**src/core/rlc_defines.svh**
```systemverilog
// Purpose: Offsets, field positions, reset values and timing figures of the radio link register bank
// Assumes: 20 MHz system clock; registers sit at their printed byte offsets on a 7-bit address
// Notes:   Definitions only; included by the wake timer, register bank, host model and bench
`ifndef RLC_DEFINES_SVH
`define RLC_DEFINES_SVH

// ==========================================================================
// Register offsets
`define RLC_ADDR_W               7
`define RLC_ADDR_GW_RADIO        7'h08
`define RLC_ADDR_GW_TEST         7'h10
`define RLC_ADDR_NODE_RADIO      7'h58
`define RLC_ADDR_NODE_MODE       7'h5C
`define RLC_ADDR_WAKE_COUNT      7'h5E
`define RLC_ADDR_WAKE_SCALE      7'h60

// ==========================================================================
// Reset values
`define RLC_RST_RADIO            16'h0008
`define RLC_RST_GW_TEST          16'h0000
`define RLC_RST_NODE_MODE        16'h0000
`define RLC_RST_WAKE_COUNT       16'h0FA0
`define RLC_RST_WAKE_SCALE       16'h0001

// ==========================================================================
// Writable bit masks (don't-care bits are dropped and read as zero)
`define RLC_MASK_RADIO           16'h3F1F
`define RLC_MASK_GW_TEST         16'h0C00
`define RLC_MASK_NODE_MODE       16'h0C42
`define RLC_MASK_WAKE_SCALE      16'h0003

// ==========================================================================
// Field positions
`define RLC_CHAN_MSB             13
`define RLC_CHAN_LSB             8
`define RLC_PWR_MSB              4
`define RLC_PWR_LSB              0
`define RLC_BIT_CONT_TX          11
`define RLC_BIT_CONT_HOP         10
`define RLC_BIT_HOP_EN           6
`define RLC_BIT_ALARM_ONLY       1
`define RLC_CHAN_MAX             6'h32
`define RLC_PWR_MAX              5'h0F

// ==========================================================================
// Timing: clock period and interval units, all in ns
`define RLC_CLK_PERIOD_NS        50
`define RLC_UNIT_30US_NS         30520
`define RLC_UNIT_488US_NS        488000
`define RLC_UNIT_1_128S_NS       7812500
`define RLC_UNIT_1S_NS           1000000000

`endif

```
**src/core/rlc_pkg.sv**
```systemverilog
// Purpose: Types shared by the radio link register bank
// Assumes: Constants come from rlc_defines.svh
// Notes:   Types only
package rlc_pkg;

    // ======================================================================
    // Interval time unit selection
    typedef enum logic [1:0] {
        RLC_SCALE_30US   = 2'h0,
        RLC_SCALE_488US  = 2'h1,
        RLC_SCALE_1_128S = 2'h2,
        RLC_SCALE_1S     = 2'h3
    } rlc_scale_e;

    // ======================================================================
    // Register data word
    typedef logic [15:0] rlc_word_t;

endpackage : rlc_pkg

```
**src/core/rlc_timer_if.sv**
```systemverilog
// Purpose: Carries interval settings to the wake timer and its pulse back
// Assumes: Single clock domain
// Notes:   ctrl side is the register bank, timer side the down-counter
`timescale 1ns/100ps
interface rlc_timer_if;
    import rlc_pkg::*;
    rlc_word_t  interval_count;
    rlc_scale_e scale;
    logic       restart;
    logic       wake;

    modport ctrl  (output interval_count, output scale, output restart, input wake);
    modport timer (input interval_count, input scale, input restart, output wake);
endinterface : rlc_timer_if

```
**src/core/rlc_wake_timer.sv**
```systemverilog
// Purpose: Wake interval down-counter ticked at the selected time unit
// Assumes: Settings stable except when restart pulses
// Notes:   An interval of zero behaves as one unit
`timescale 1ns/100ps
`include "rlc_defines.svh"
module rlc_wake_timer
    import rlc_pkg::*;
#(
    parameter int unsigned P_TICK_30US   = 610,
    parameter int unsigned P_TICK_488US  = 9760,
    parameter int unsigned P_TICK_1_128S = 156250,
    parameter int unsigned P_TICK_1S     = 20000000
) (
    // Clock and reset
    input  wire logic sys_clk_i,
    input  wire logic rst_b_i,
    // Settings and wake pulse
    rlc_timer_if.timer tmr
);

    // ======================================================================
    // Unit length in cycles
    function automatic logic [31:0] unit_len(input rlc_scale_e s);
        case (s)
            RLC_SCALE_30US:   unit_len = 32'(P_TICK_30US);
            RLC_SCALE_488US:  unit_len = 32'(P_TICK_488US);
            RLC_SCALE_1_128S: unit_len = 32'(P_TICK_1_128S);
            default:          unit_len = 32'(P_TICK_1S);
        endcase
    endfunction : unit_len

    logic [31:0] presc_q;
    logic [15:0] cnt_q;
    logic        wake_q;
    logic [31:0] len_w;
    logic        tick_w;
    logic        expire_w;

    assign len_w    = unit_len(tmr.scale);
    assign tick_w   = (presc_q >= (len_w - 32'h1));
    assign expire_w = tick_w && (cnt_q <= 16'h1);

    // Prescaler producing one tick per time unit
    always_ff @(posedge sys_clk_i or negedge rst_b_i) begin
        if (!rst_b_i) begin
            presc_q <= 32'h0;
        end else if (tmr.restart || tick_w) begin
            presc_q <= 32'h0;
        end else begin
            presc_q <= presc_q + 32'h1;
        end
    end

    // Down-counter reloading from the interval count
    always_ff @(posedge sys_clk_i or negedge rst_b_i) begin
        if (!rst_b_i) begin
            cnt_q <= `RLC_RST_WAKE_COUNT;
        end else if (tmr.restart || expire_w) begin
            cnt_q <= tmr.interval_count;
        end else if (tick_w) begin
            cnt_q <= cnt_q - 16'h1;
        end
    end

    // Single-cycle wake pulse on expiry
    always_ff @(posedge sys_clk_i or negedge rst_b_i) begin
        if (!rst_b_i) begin
            wake_q <= 1'b0;
        end else begin
            wake_q <= expire_w && !tmr.restart;
        end
    end

    assign tmr.wake = wake_q;
endmodule : rlc_wake_timer

```
**src/core/rlc_regs.sv**
```systemverilog
// Purpose: Radio link configuration register bank with wake interval pacing
// Assumes: Host accesses arrive already decoded from the serial port, one per cycle
// Notes:   Read data appears one cycle after the read strobe
`timescale 1ns/100ps
`include "rlc_defines.svh"
module rlc_regs
    import rlc_pkg::*;
#(
    parameter int unsigned P_TICK_30US   = `RLC_UNIT_30US_NS / `RLC_CLK_PERIOD_NS,
    parameter int unsigned P_TICK_488US  = `RLC_UNIT_488US_NS / `RLC_CLK_PERIOD_NS,
    parameter int unsigned P_TICK_1_128S = `RLC_UNIT_1_128S_NS / `RLC_CLK_PERIOD_NS,
    parameter int unsigned P_TICK_1S     = `RLC_UNIT_1S_NS / `RLC_CLK_PERIOD_NS
) (
    // Clock and reset
    input  wire logic                   sys_clk_i,
    input  wire logic                   rst_b_i,
    // Host register port
    input  wire logic                   wr_en_i,
    input  wire logic                   rd_en_i,
    input  wire logic [`RLC_ADDR_W-1:0] addr_i,
    input  wire logic [15:0]            wr_data_i,
    output logic      [15:0]            rd_data_o,
    output logic                        rd_valid_o,
    // Gateway radio controls
    output logic      [5:0]             gw_channel_o,
    output logic      [4:0]             gw_power_o,
    output logic                        gw_cont_tx_o,
    output logic                        gw_cont_hop_o,
    // Node radio controls
    output logic      [5:0]             node_channel_o,
    output logic      [4:0]             node_power_o,
    output logic                        node_cont_tx_o,
    output logic                        node_cont_hop_o,
    output logic                        node_hop_en_o,
    output logic                        node_alarm_only_o,
    // Wake pacing
    output logic                        wake_o
);

    // ======================================================================
    // Storage
    rlc_word_t  gw_radio_q;
    rlc_word_t  gw_test_q;
    rlc_word_t  node_radio_q;
    rlc_word_t  node_mode_q;
    rlc_word_t  wake_count_q;
    rlc_word_t  wake_scale_q;
    rlc_word_t  rd_data_q;
    logic       rd_valid_q;
    logic       restart_q;

    rlc_timer_if tmr_if ();

    // Write strobe for one address
    function automatic logic hit(input logic [`RLC_ADDR_W-1:0] a, input logic [`RLC_ADDR_W-1:0] ref_a);
        hit = (a == ref_a);
    endfunction : hit

    // Read multiplexer; unmapped offsets answer zero
    function automatic rlc_word_t read_mux(input logic [`RLC_ADDR_W-1:0] a);
        case (a)
            `RLC_ADDR_GW_RADIO:   read_mux = gw_radio_q;
            `RLC_ADDR_GW_TEST:    read_mux = gw_test_q;
            `RLC_ADDR_NODE_RADIO: read_mux = node_radio_q;
            `RLC_ADDR_NODE_MODE:  read_mux = node_mode_q;
            `RLC_ADDR_WAKE_COUNT: read_mux = wake_count_q;
            `RLC_ADDR_WAKE_SCALE: read_mux = wake_scale_q;
            default:              read_mux = 16'h0000;
        endcase
    endfunction : read_mux

    // ======================================================================
    // Gateway radio settings and test mode
    always_ff @(posedge sys_clk_i or negedge rst_b_i) begin
        if (!rst_b_i) begin
            gw_radio_q <= `RLC_RST_RADIO;
            gw_test_q  <= `RLC_RST_GW_TEST;
        end else if (wr_en_i) begin
            if (hit(addr_i, `RLC_ADDR_GW_RADIO)) begin
                gw_radio_q <= wr_data_i & `RLC_MASK_RADIO;
            end
            if (hit(addr_i, `RLC_ADDR_GW_TEST)) begin
                gw_test_q <= wr_data_i & `RLC_MASK_GW_TEST;
            end
        end
    end

    // ======================================================================
    // Node radio settings and link mode
    always_ff @(posedge sys_clk_i or negedge rst_b_i) begin
        if (!rst_b_i) begin
            node_radio_q <= `RLC_RST_RADIO;
            node_mode_q  <= `RLC_RST_NODE_MODE;
        end else if (wr_en_i) begin
            if (hit(addr_i, `RLC_ADDR_NODE_RADIO)) begin
                node_radio_q <= wr_data_i & `RLC_MASK_RADIO;
            end
            if (hit(addr_i, `RLC_ADDR_NODE_MODE)) begin
                node_mode_q <= wr_data_i & `RLC_MASK_NODE_MODE;
            end
        end
    end

    // ======================================================================
    // Wake interval settings; a write restarts the timer next cycle
    always_ff @(posedge sys_clk_i or negedge rst_b_i) begin
        if (!rst_b_i) begin
            wake_count_q <= `RLC_RST_WAKE_COUNT;
            wake_scale_q <= `RLC_RST_WAKE_SCALE;
            restart_q    <= 1'b0;
        end else begin
            restart_q <= wr_en_i && (hit(addr_i, `RLC_ADDR_WAKE_COUNT) || hit(addr_i, `RLC_ADDR_WAKE_SCALE));
            if (wr_en_i && hit(addr_i, `RLC_ADDR_WAKE_COUNT)) begin
                wake_count_q <= wr_data_i;
            end
            if (wr_en_i && hit(addr_i, `RLC_ADDR_WAKE_SCALE)) begin
                wake_scale_q <= wr_data_i & `RLC_MASK_WAKE_SCALE;
            end
        end
    end

    // ======================================================================
    // Read path, one cycle latency
    always_ff @(posedge sys_clk_i or negedge rst_b_i) begin
        if (!rst_b_i) begin
            rd_data_q  <= 16'h0000;
            rd_valid_q <= 1'b0;
        end else begin
            rd_valid_q <= rd_en_i;
            if (rd_en_i) begin
                rd_data_q <= read_mux(addr_i);
            end
        end
    end

    // ======================================================================
    // Wake timer
    assign tmr_if.interval_count = wake_count_q;
    assign tmr_if.scale          = rlc_scale_e'(wake_scale_q[1:0]);
    assign tmr_if.restart        = restart_q;

    rlc_wake_timer #(
        .P_TICK_30US   (P_TICK_30US),
        .P_TICK_488US  (P_TICK_488US),
        .P_TICK_1_128S (P_TICK_1_128S),
        .P_TICK_1S     (P_TICK_1S)
    ) u_wake_timer (
        .sys_clk_i (sys_clk_i),
        .rst_b_i   (rst_b_i),
        .tmr       (tmr_if.timer)
    );

    // ======================================================================
    // Outputs, all taken from register flops
    assign rd_data_o         = rd_data_q;
    assign rd_valid_o        = rd_valid_q;
    assign gw_channel_o      = gw_radio_q[`RLC_CHAN_MSB:`RLC_CHAN_LSB];
    assign gw_power_o        = gw_radio_q[`RLC_PWR_MSB:`RLC_PWR_LSB];
    assign gw_cont_tx_o      = gw_test_q[`RLC_BIT_CONT_TX];
    assign gw_cont_hop_o     = gw_test_q[`RLC_BIT_CONT_HOP];
    assign node_channel_o    = node_radio_q[`RLC_CHAN_MSB:`RLC_CHAN_LSB];
    assign node_power_o      = node_radio_q[`RLC_PWR_MSB:`RLC_PWR_LSB];
    assign node_cont_tx_o    = node_mode_q[`RLC_BIT_CONT_TX];
    assign node_cont_hop_o   = node_mode_q[`RLC_BIT_CONT_HOP];
    assign node_hop_en_o     = node_mode_q[`RLC_BIT_HOP_EN];
    assign node_alarm_only_o = node_mode_q[`RLC_BIT_ALARM_ONLY];
    assign wake_o            = tmr_if.wake;
endmodule : rlc_regs

```
**config.mk**
```make
export PLATFORM = sky130hd
export DESIGN_NAME = rlc_regs
export DESIGN_NICKNAME = d
export VERILOG_FILES = /design/src/core/rlc_pkg.sv /design/src/core/rlc_timer_if.sv /design/src/core/rlc_wake_timer.sv /design/src/core/rlc_regs.sv
export VERILOG_INCLUDE_DIRS = /design/src /design/src/core
export SDC_FILE = /design/constraint.sdc
export NUM_CORES = 1
export LEC_CHECK = 0
export BUFFER_PORTS_ARGS = -buffer_cell sky130_fd_sc_hd__buf_2
export CORE_ASPECT_RATIO = 1.25
export CORE_MARGIN = 1
export CORE_UTILIZATION = 44
export CTS_BUF_LIST = sky130_fd_sc_hd__clkbuf_8 sky130_fd_sc_hd__clkbuf_16
export DETAILED_ROUTE_END_ITERATION = 10
export GPL_ROUTABILITY_DRIVEN = 0
export PLACE_DENSITY = 0.66
export RECOVER_POWER = 25
export REMOVE_ABC_BUFFERS = 1
export SETUP_SLACK_MARGIN = 0.05
export SKIP_CTS_REPAIR_TIMING = 1
export SYNTH_ARGS = -nofsm -noshare
export SYNTH_HDL_FRONTEND = slang
export SYNTH_SLANG_ARGS = --single-unit
```
**constraint.sdc**
```tcl
create_clock -name sys_clk_i -period 2.9 [get_ports sys_clk_i]
set_clock_uncertainty 0.15 [all_clocks]
set_input_delay 0.145 -clock sys_clk_i [delete_from_list [all_inputs] [get_ports sys_clk_i]]
set_output_delay 0.145 -clock sys_clk_i [all_outputs]
set_load 0.05 [all_outputs]
```
### After elaboration in Yosys (flattened, before gate mapping)

Index checks and enable logic that the tools add are counted.

| operators by class | value |
|---|---|
| multiplexer cells | 5 |
| reductions and logical operators | 15 |
| multipliers | 0 |
| order comparisons | 2 |
| div/mod/pow operators | 0 |
| bitwise operators | 0 |
| shift operators | 0 |
| equality and inequality tests | 8 |
| $add $sub $neg | 3 |

Operators by type and width:

| operator | number |
|---|---|
| 16-bit one-hot mux with 6 select lines | 1 |
| 25-bit one-hot mux with 3 select lines | 1 |
| 32-bit by 1-bit adder with 32-bit output (second input constant) | 1 |
| 32-bit >= comparator | 1 |
| 16-bit two-way mux | 2 |
| 32-bit two-way mux | 1 |
| 7-bit equality test (second input constant) | 4 |
| 25-bit by 1-bit subtractor with 26-bit output (second input constant) | 1 |
| 16-bit by 1-bit less-or-equal comparator with 1-bit output (second input constant) | 1 |
| 16-bit by 1-bit subtractor with 16-bit output (second input constant) | 1 |
| 2-bit AND reduction | 4 |
| 7-bit by 4-bit equality test with 1-bit output (second input constant) | 1 |
| 7-bit by 5-bit equality test with 1-bit output (second input constant) | 1 |
| 1-bit logical AND | 5 |
| 1-bit logical OR | 3 |
| 2-bit by 1-bit equality test with 1-bit output (second input constant) | 1 |
| 2-bit equality test (second input constant) | 1 |
| 2-bit logical NOT | 1 |
| 2-bit nonzero test | 1 |
| 1-bit logical NOT | 1 |

| storage, ports and cells | value |
|---|---|
| memories kept | 0 |
| bits in latches | 0 |
| flip-flop bits (word level) | 113 |
| ROM bits | 0 |
| word-level logic and storage cells | 45 |
| input bits | 27 |
| bits in writable memories | 0 |
| output and inout port bits | 46 |

### Depth between registers and ports, before layout

| logic depth | value |
|---|---|
| depth in word-level cells | 7 |
| gate-level depth with buffers | 12 |
| depth with buffers taken out | 10 |

### Modules after synthesis

From an unflattened synthesis, not the netlist that was laid out.

| unflattened totals | value |
|---|---|
| cells, all modules | 552 |
| area total of the unflattened synthesis | 5868.1 um^2 |

Modules (own cells, without submodules):

| module | instances | cells an instance | area each (um^2) |
|---|---|---|---|
| rlc_wake_timer | 1 | 333 | 3037.9 |
| rlc_regs | 1 | 219 | 2830.2 |

### Worst setup path before layout

Ideal clock, no wire load.

| timing | value |
|---|---|
| kind | reg-to-reg |
| start point | reg wake_scale_q[0] |
| end point | reg u_wake_timer.cnt_q[1] |
| path slack | -0.142 ns |
| path buffers | 1 |
| stages on the path, launching flop included | 11 |
| setup time | 0.126 ns |
| data required time | 2.624 ns |
| arrival time | 2.766 ns |
| path through | dfstp_2 > ha_1 > inv_1 > ha_1 > nand4_1 > or3_1 > or3_1 > clkbuf_1 > a21oi_2 > nor2_2 > a221o_1 |

| between the ends | value |
|---|---|
| longest elaborated chain between the ends | 7 |
| elaborated cells on any way between the ends | 10 |
| classes of those cells | add/sub (1); order compare (1); eq/ne (2); mux (2); reduce/logical (4) |

RTL lines:

| item | RTL line | source |
|---|---|---|
| start: declaration | rlc_regs.sv:47 | `rlc_word_t wake_scale_q;` |
| start signal: assignment | rlc_regs.sv:109 | `` wake_scale_q <= `RLC_RST_WAKE_SCALE; `` |
| start signal: assignment | rlc_regs.sv:117 | `` wake_scale_q <= wr_data_i & `RLC_MASK_WAKE_SCALE; `` |
| 2-bit equality test (tied with other cells) | rlc_wake_timer.sv:24 | `case (s)` |
| 25-bit one-hot mux with 3 select lines (*) | rlc_wake_timer.sv:24 |  |
| 25-bit by 1-bit subtractor with 26-bit output (*) | rlc_wake_timer.sv:40 | `assign tick_w = (presc_q >= (len_w - 32'h1));` |
| 32-bit >= comparator (*) | rlc_wake_timer.sv:40 |  |
| 1-bit logical AND | rlc_wake_timer.sv:41 | `assign expire_w = tick_w && (cnt_q <= 16'h1);` |
| 1-bit logical OR | rlc_wake_timer.sv:58 | `end else if (tmr.restart \|\| expire_w) begin` |
| 16-bit two-way mux or 2-bit nonzero test (tied branches) | - |  |
| end signal: assignment | rlc_wake_timer.sv:57 | `` cnt_q <= `RLC_RST_WAKE_COUNT; `` |
| end signal: assignment | rlc_wake_timer.sv:59 | `cnt_q <= tmr.interval_count;` |
| end signal: assignment | rlc_wake_timer.sv:61 | `cnt_q <= cnt_q - 16'h1;` |
| end: declaration | rlc_wake_timer.sv:33 | `logic [15:0] cnt_q;` |

Mark *: on every way between the ends. The rest lies on a longest branch, timed or not.
A chain may end at the register's enable or synchronous reset.

### Worst setup path after layout

| timing | value |
|---|---|
| start point | reg wake_scale_q[0] |
| end point | reg u_wake_timer.cnt_q[3] |

Same word-level chain as after synthesis.

==> flow_summary.json <==
{
  "status": "complete, but fails checks",
  "failed_checks": "negative setup slack",
  "hpwl_um": 10230,
  "placed_area_um2": 6746,
  "clock_latency_ns": 0.41,
  "layout-drive-gt1-share_pct": 37.38,
  "first_pass_grt_wire_length_um": 23500,
  "final_max_slew_viol_count": 0,
  "synthTopCellsByArea": "dfrtp_1 41%, mux2_2 8.9%, dfstp_2 6.6%, ha_1 6.3%, nor2_1 3.3%",
  "design.core.area_um2": 13230,
  "netlist_top_cells_count": "98 x dfrtp_1, 53 x nor2_1, 49 x nand2_1",
  "register_area_um2": 2846,
  "synth_cells": 561,
  "worst_pin_slew_ns": 1.495,
  "fp-row-count": 47,
  "ctsHtreeMaxLevel": 4,
  "synth_top_cell_by_area": "dfrtp_1",
  "synth-seq-area-share_pct": 47.76,
  "vias_in_the_first_global_route": 4891,
  "worst_setup_hold_path_clk_slew_ns": 0.06,
  "combinationalPowerShare_pct": 18.7,
  "min_period_ns": 3.070,
  "grt_start_max_net_pins": 114,
  "groute.usage.overall_pct": 21.33,
  "die-width_um": 106.1,
  "initial_standard_cell_utilization_of_the_core_pct": 45.04,
  "num-fill-cells": 992,
  "top_level_port_count": 73,
  "setup.worst_path.class": "flip-flop to flip-flop",
  "synth-edff-count": 0,
  "die_height_um": 132.1,
  "synth_most_common_cell": "dfrtp_1",
  "net-switching-power_mw": 1.549,
  "die-area_um2": 14020,
  "ys_dominant_reg_cell": "dfrtp_1",
  "setup_violations": 43,
  "worst_slack_ns": -0.1700,
  "worst-endpoint-arrival_ns": 3.23,
  "critical_path.cell_chain": "ha_4 > inv_6 > buf_4 > ha_4 > nand4_1 > nor4_2 > a22oi_2 > buf_6 > a211oi_4 > buf_4 > nor3_1 > o32ai_1",
  "post_synth_instance_area_um2": 5959,
  "detail_route.iter0.violations": 334,
  "synth_cell_types": 62,
  "timing.hold.worst.class": "primary input to flip-flop",
  "core_util_final_pct": 61.03,
  "final_cells": 888,
  "avgRoutedWirePerCell_um": 17.66,
  "cts_inserted_buffers": 17,
  "worst-endpoint-required_ns": 3.06,
  "timing.max_slew.rel_slack_pct": 0.3627,
  "post-route-cell-area_um2": 8075,
  "grt_overflow": 0,
  "clk_root_buffer_cell": "clkbuf_16",
  "drt-pass1-iter-count": 5,
  "clock.fmax_ghz": 0.3257,
  "routed_wirelength_um": 15680,
  "n_antenna_cell": 0,
  "timing.critical_path.from_type": "flip-flop",
  "endpoint_kind": "flip-flop",
  "mean_syn_cell_area_um2": 10.62,
  "antenna_found_initial": 0,
  "p_sw_share_pct": 31.72,
  "yosys.area.top_type_share_pct": 41.15,
  "synth_seq_cells": 113,
  "setup.reg_to_reg.worst_slack_ns": -0.17,
  "vias": 5111,
  "irDropWorstVdd_mv": 0.5365,
  "areaGrowthSynthToFinish_pct": 35.50,
  "share_clk_of_total_power_pct": 41.4,
  "min_period_over_period_pct": 105.9,
  "powerDensity_nw_per_um2": 604.8,
  "final-hold-violation-count": 0,
  "fin_hold_ws_ns": 0.08609,
  "synth-async-reset-ratio_pct": 100.0,
  "internal_power_mw": 3.335,
  "worstPathMaxFanout": 5,
  "drc": 0,
  "cell_count_after_placement": 825,
  "tritoncts_num_sinks": 113,
  "synth.yosys.warnings": 0,
  "tritoncts": "done",
  "antenna_left": 0,
  "cellLeakagePower_nw": 3.664,
  "p_seq_share_pct": 39.9,
  "critical_path.slowest_cell": "dfstp_2",
  "via_per_inst": 5.756,
  "grt_setup_unrepaired": "true",
  "num-nets-final": 761,
  "fin_setup_tns_ns": -2.764,
  "cp_max_stage_delay_ns": 0.61,
  "maxCapViolations": 0,
  "clockBufferDepth": 2,
  "place.port_buffers": 72,
  "multi_input_comb_area_um2": 3334
}
==> critical path: cells and delay by family (launching register included) <==
family / cells / cell delay, ns
AO/OA/AOI/OAI: 3 / 0.71
flip-flops: 1 / 0.61
buffers and inverters: 4 / 0.53
AND/OR/NAND/NOR: 3 / 0.51
adder cells (fa/ha/maj): 2 / 0.44
==> cells in the final DEF, fill, tap and decap left out, types with 15 or more instances in the layout <==
master / count
ha_1: 18
inv_1: 22
dlygate4sd3_1: 19
a21oi_1: 17
buf_2: 70
nand2_1: 47
nor3_1: 15
nand3_1: 21
dfstp_2: 15
mux2_2: 47
clkbuf_16: 19
dfrtp_1: 98
nor2_1: 51
buf_4: 27
==> worst paths after layout <==
kind	end	cells after the start	from
worst max-delay path	u_wake_timer.cnt_q[3]	12	wake_scale_q[0]
min in group asynchronous	u_wake_timer.presc_q[9]	3	rst_b_i
worst min register to register	u_wake_timer.cnt_q[9]	2	u_wake_timer.cnt_q[9]
max in group asynchronous	rd_data_o[14]	3	rst_b_i
worst max register to register	u_wake_timer.cnt_q[3]	12	wake_scale_q[0]
worst min-delay path	rd_data_o[6]	4	addr_i[0]
==> through the flow <==
step	worst slack (ns)	total power [mW]
floorplan	-0.6931	2.463
global placement	-0.1940	2.706
detailed placement	-0.2359	2.735
CTS	-0.2815	4.765
global route	-0.2912	5.073
finish	-0.1700	4.884
==> power groups by stage <==
stage / clock network (mW) / logic [mW] / registers, mW
floorplan: 0 / 0.438 / 2.03
global placement: 0 / 0.758 / 1.95
detailed placement: 0 / 0.784 / 1.95
CTS: 2.05 / 0.785 / 1.93
global route: 2.13 / 0.978 / 1.96
finish: 2.02 / 0.912 / 1.95
==> per-layer routing <==
layer / up-vias / track usage, % / wire length [um]
li1: 2351 / - / -
met1: 2505 / 24.80 / 6091
met2: 199 / 36.60 / 8233
met3: 56 / 5.091 / 761
met4: 0 / 10.57 / 594
met5: - / 0 / 0
==> flip-flops by register name (all words and copies together), names as in the netlist, 2 cells and up <==
signal,count
node_radio_q,11
tmr_if.interval_count,16
node_mode_q,4
gw_test_q,2
gw_radio_q,11
rd_data_o,16
wake_scale_q,2
u_wake_timer.cnt_q,16
u_wake_timer.presc_q,32
==> layout make-up <==
class	count	share of cell area, %
clock buffer	17	5.268
clock inverter	15	1.859
inverter	26	1.302
multi-input combinational	411	41.29
sequential	113	35.25
tap	171	2.650
timing repair buffer	135	12.38
==> kinds of logic (layout without fill, tap and decap cells) <==
family,after synthesis,in the layout,share of synthesized area (%)
XOR/XNOR,27,27,3.968
adder cells (fa/ha/maj),30,30,6.299
other,2,8,0.1260
AO/OA/AOI/OAI,103,103,13.10
buffers and inverters,44,193,3.065
AND/OR/NAND/NOR,192,193,16.29
flip-flops,113,113,47.76
multiplexers,50,50,9.385
No activity file was read; power rests on OpenSTA's default activity.
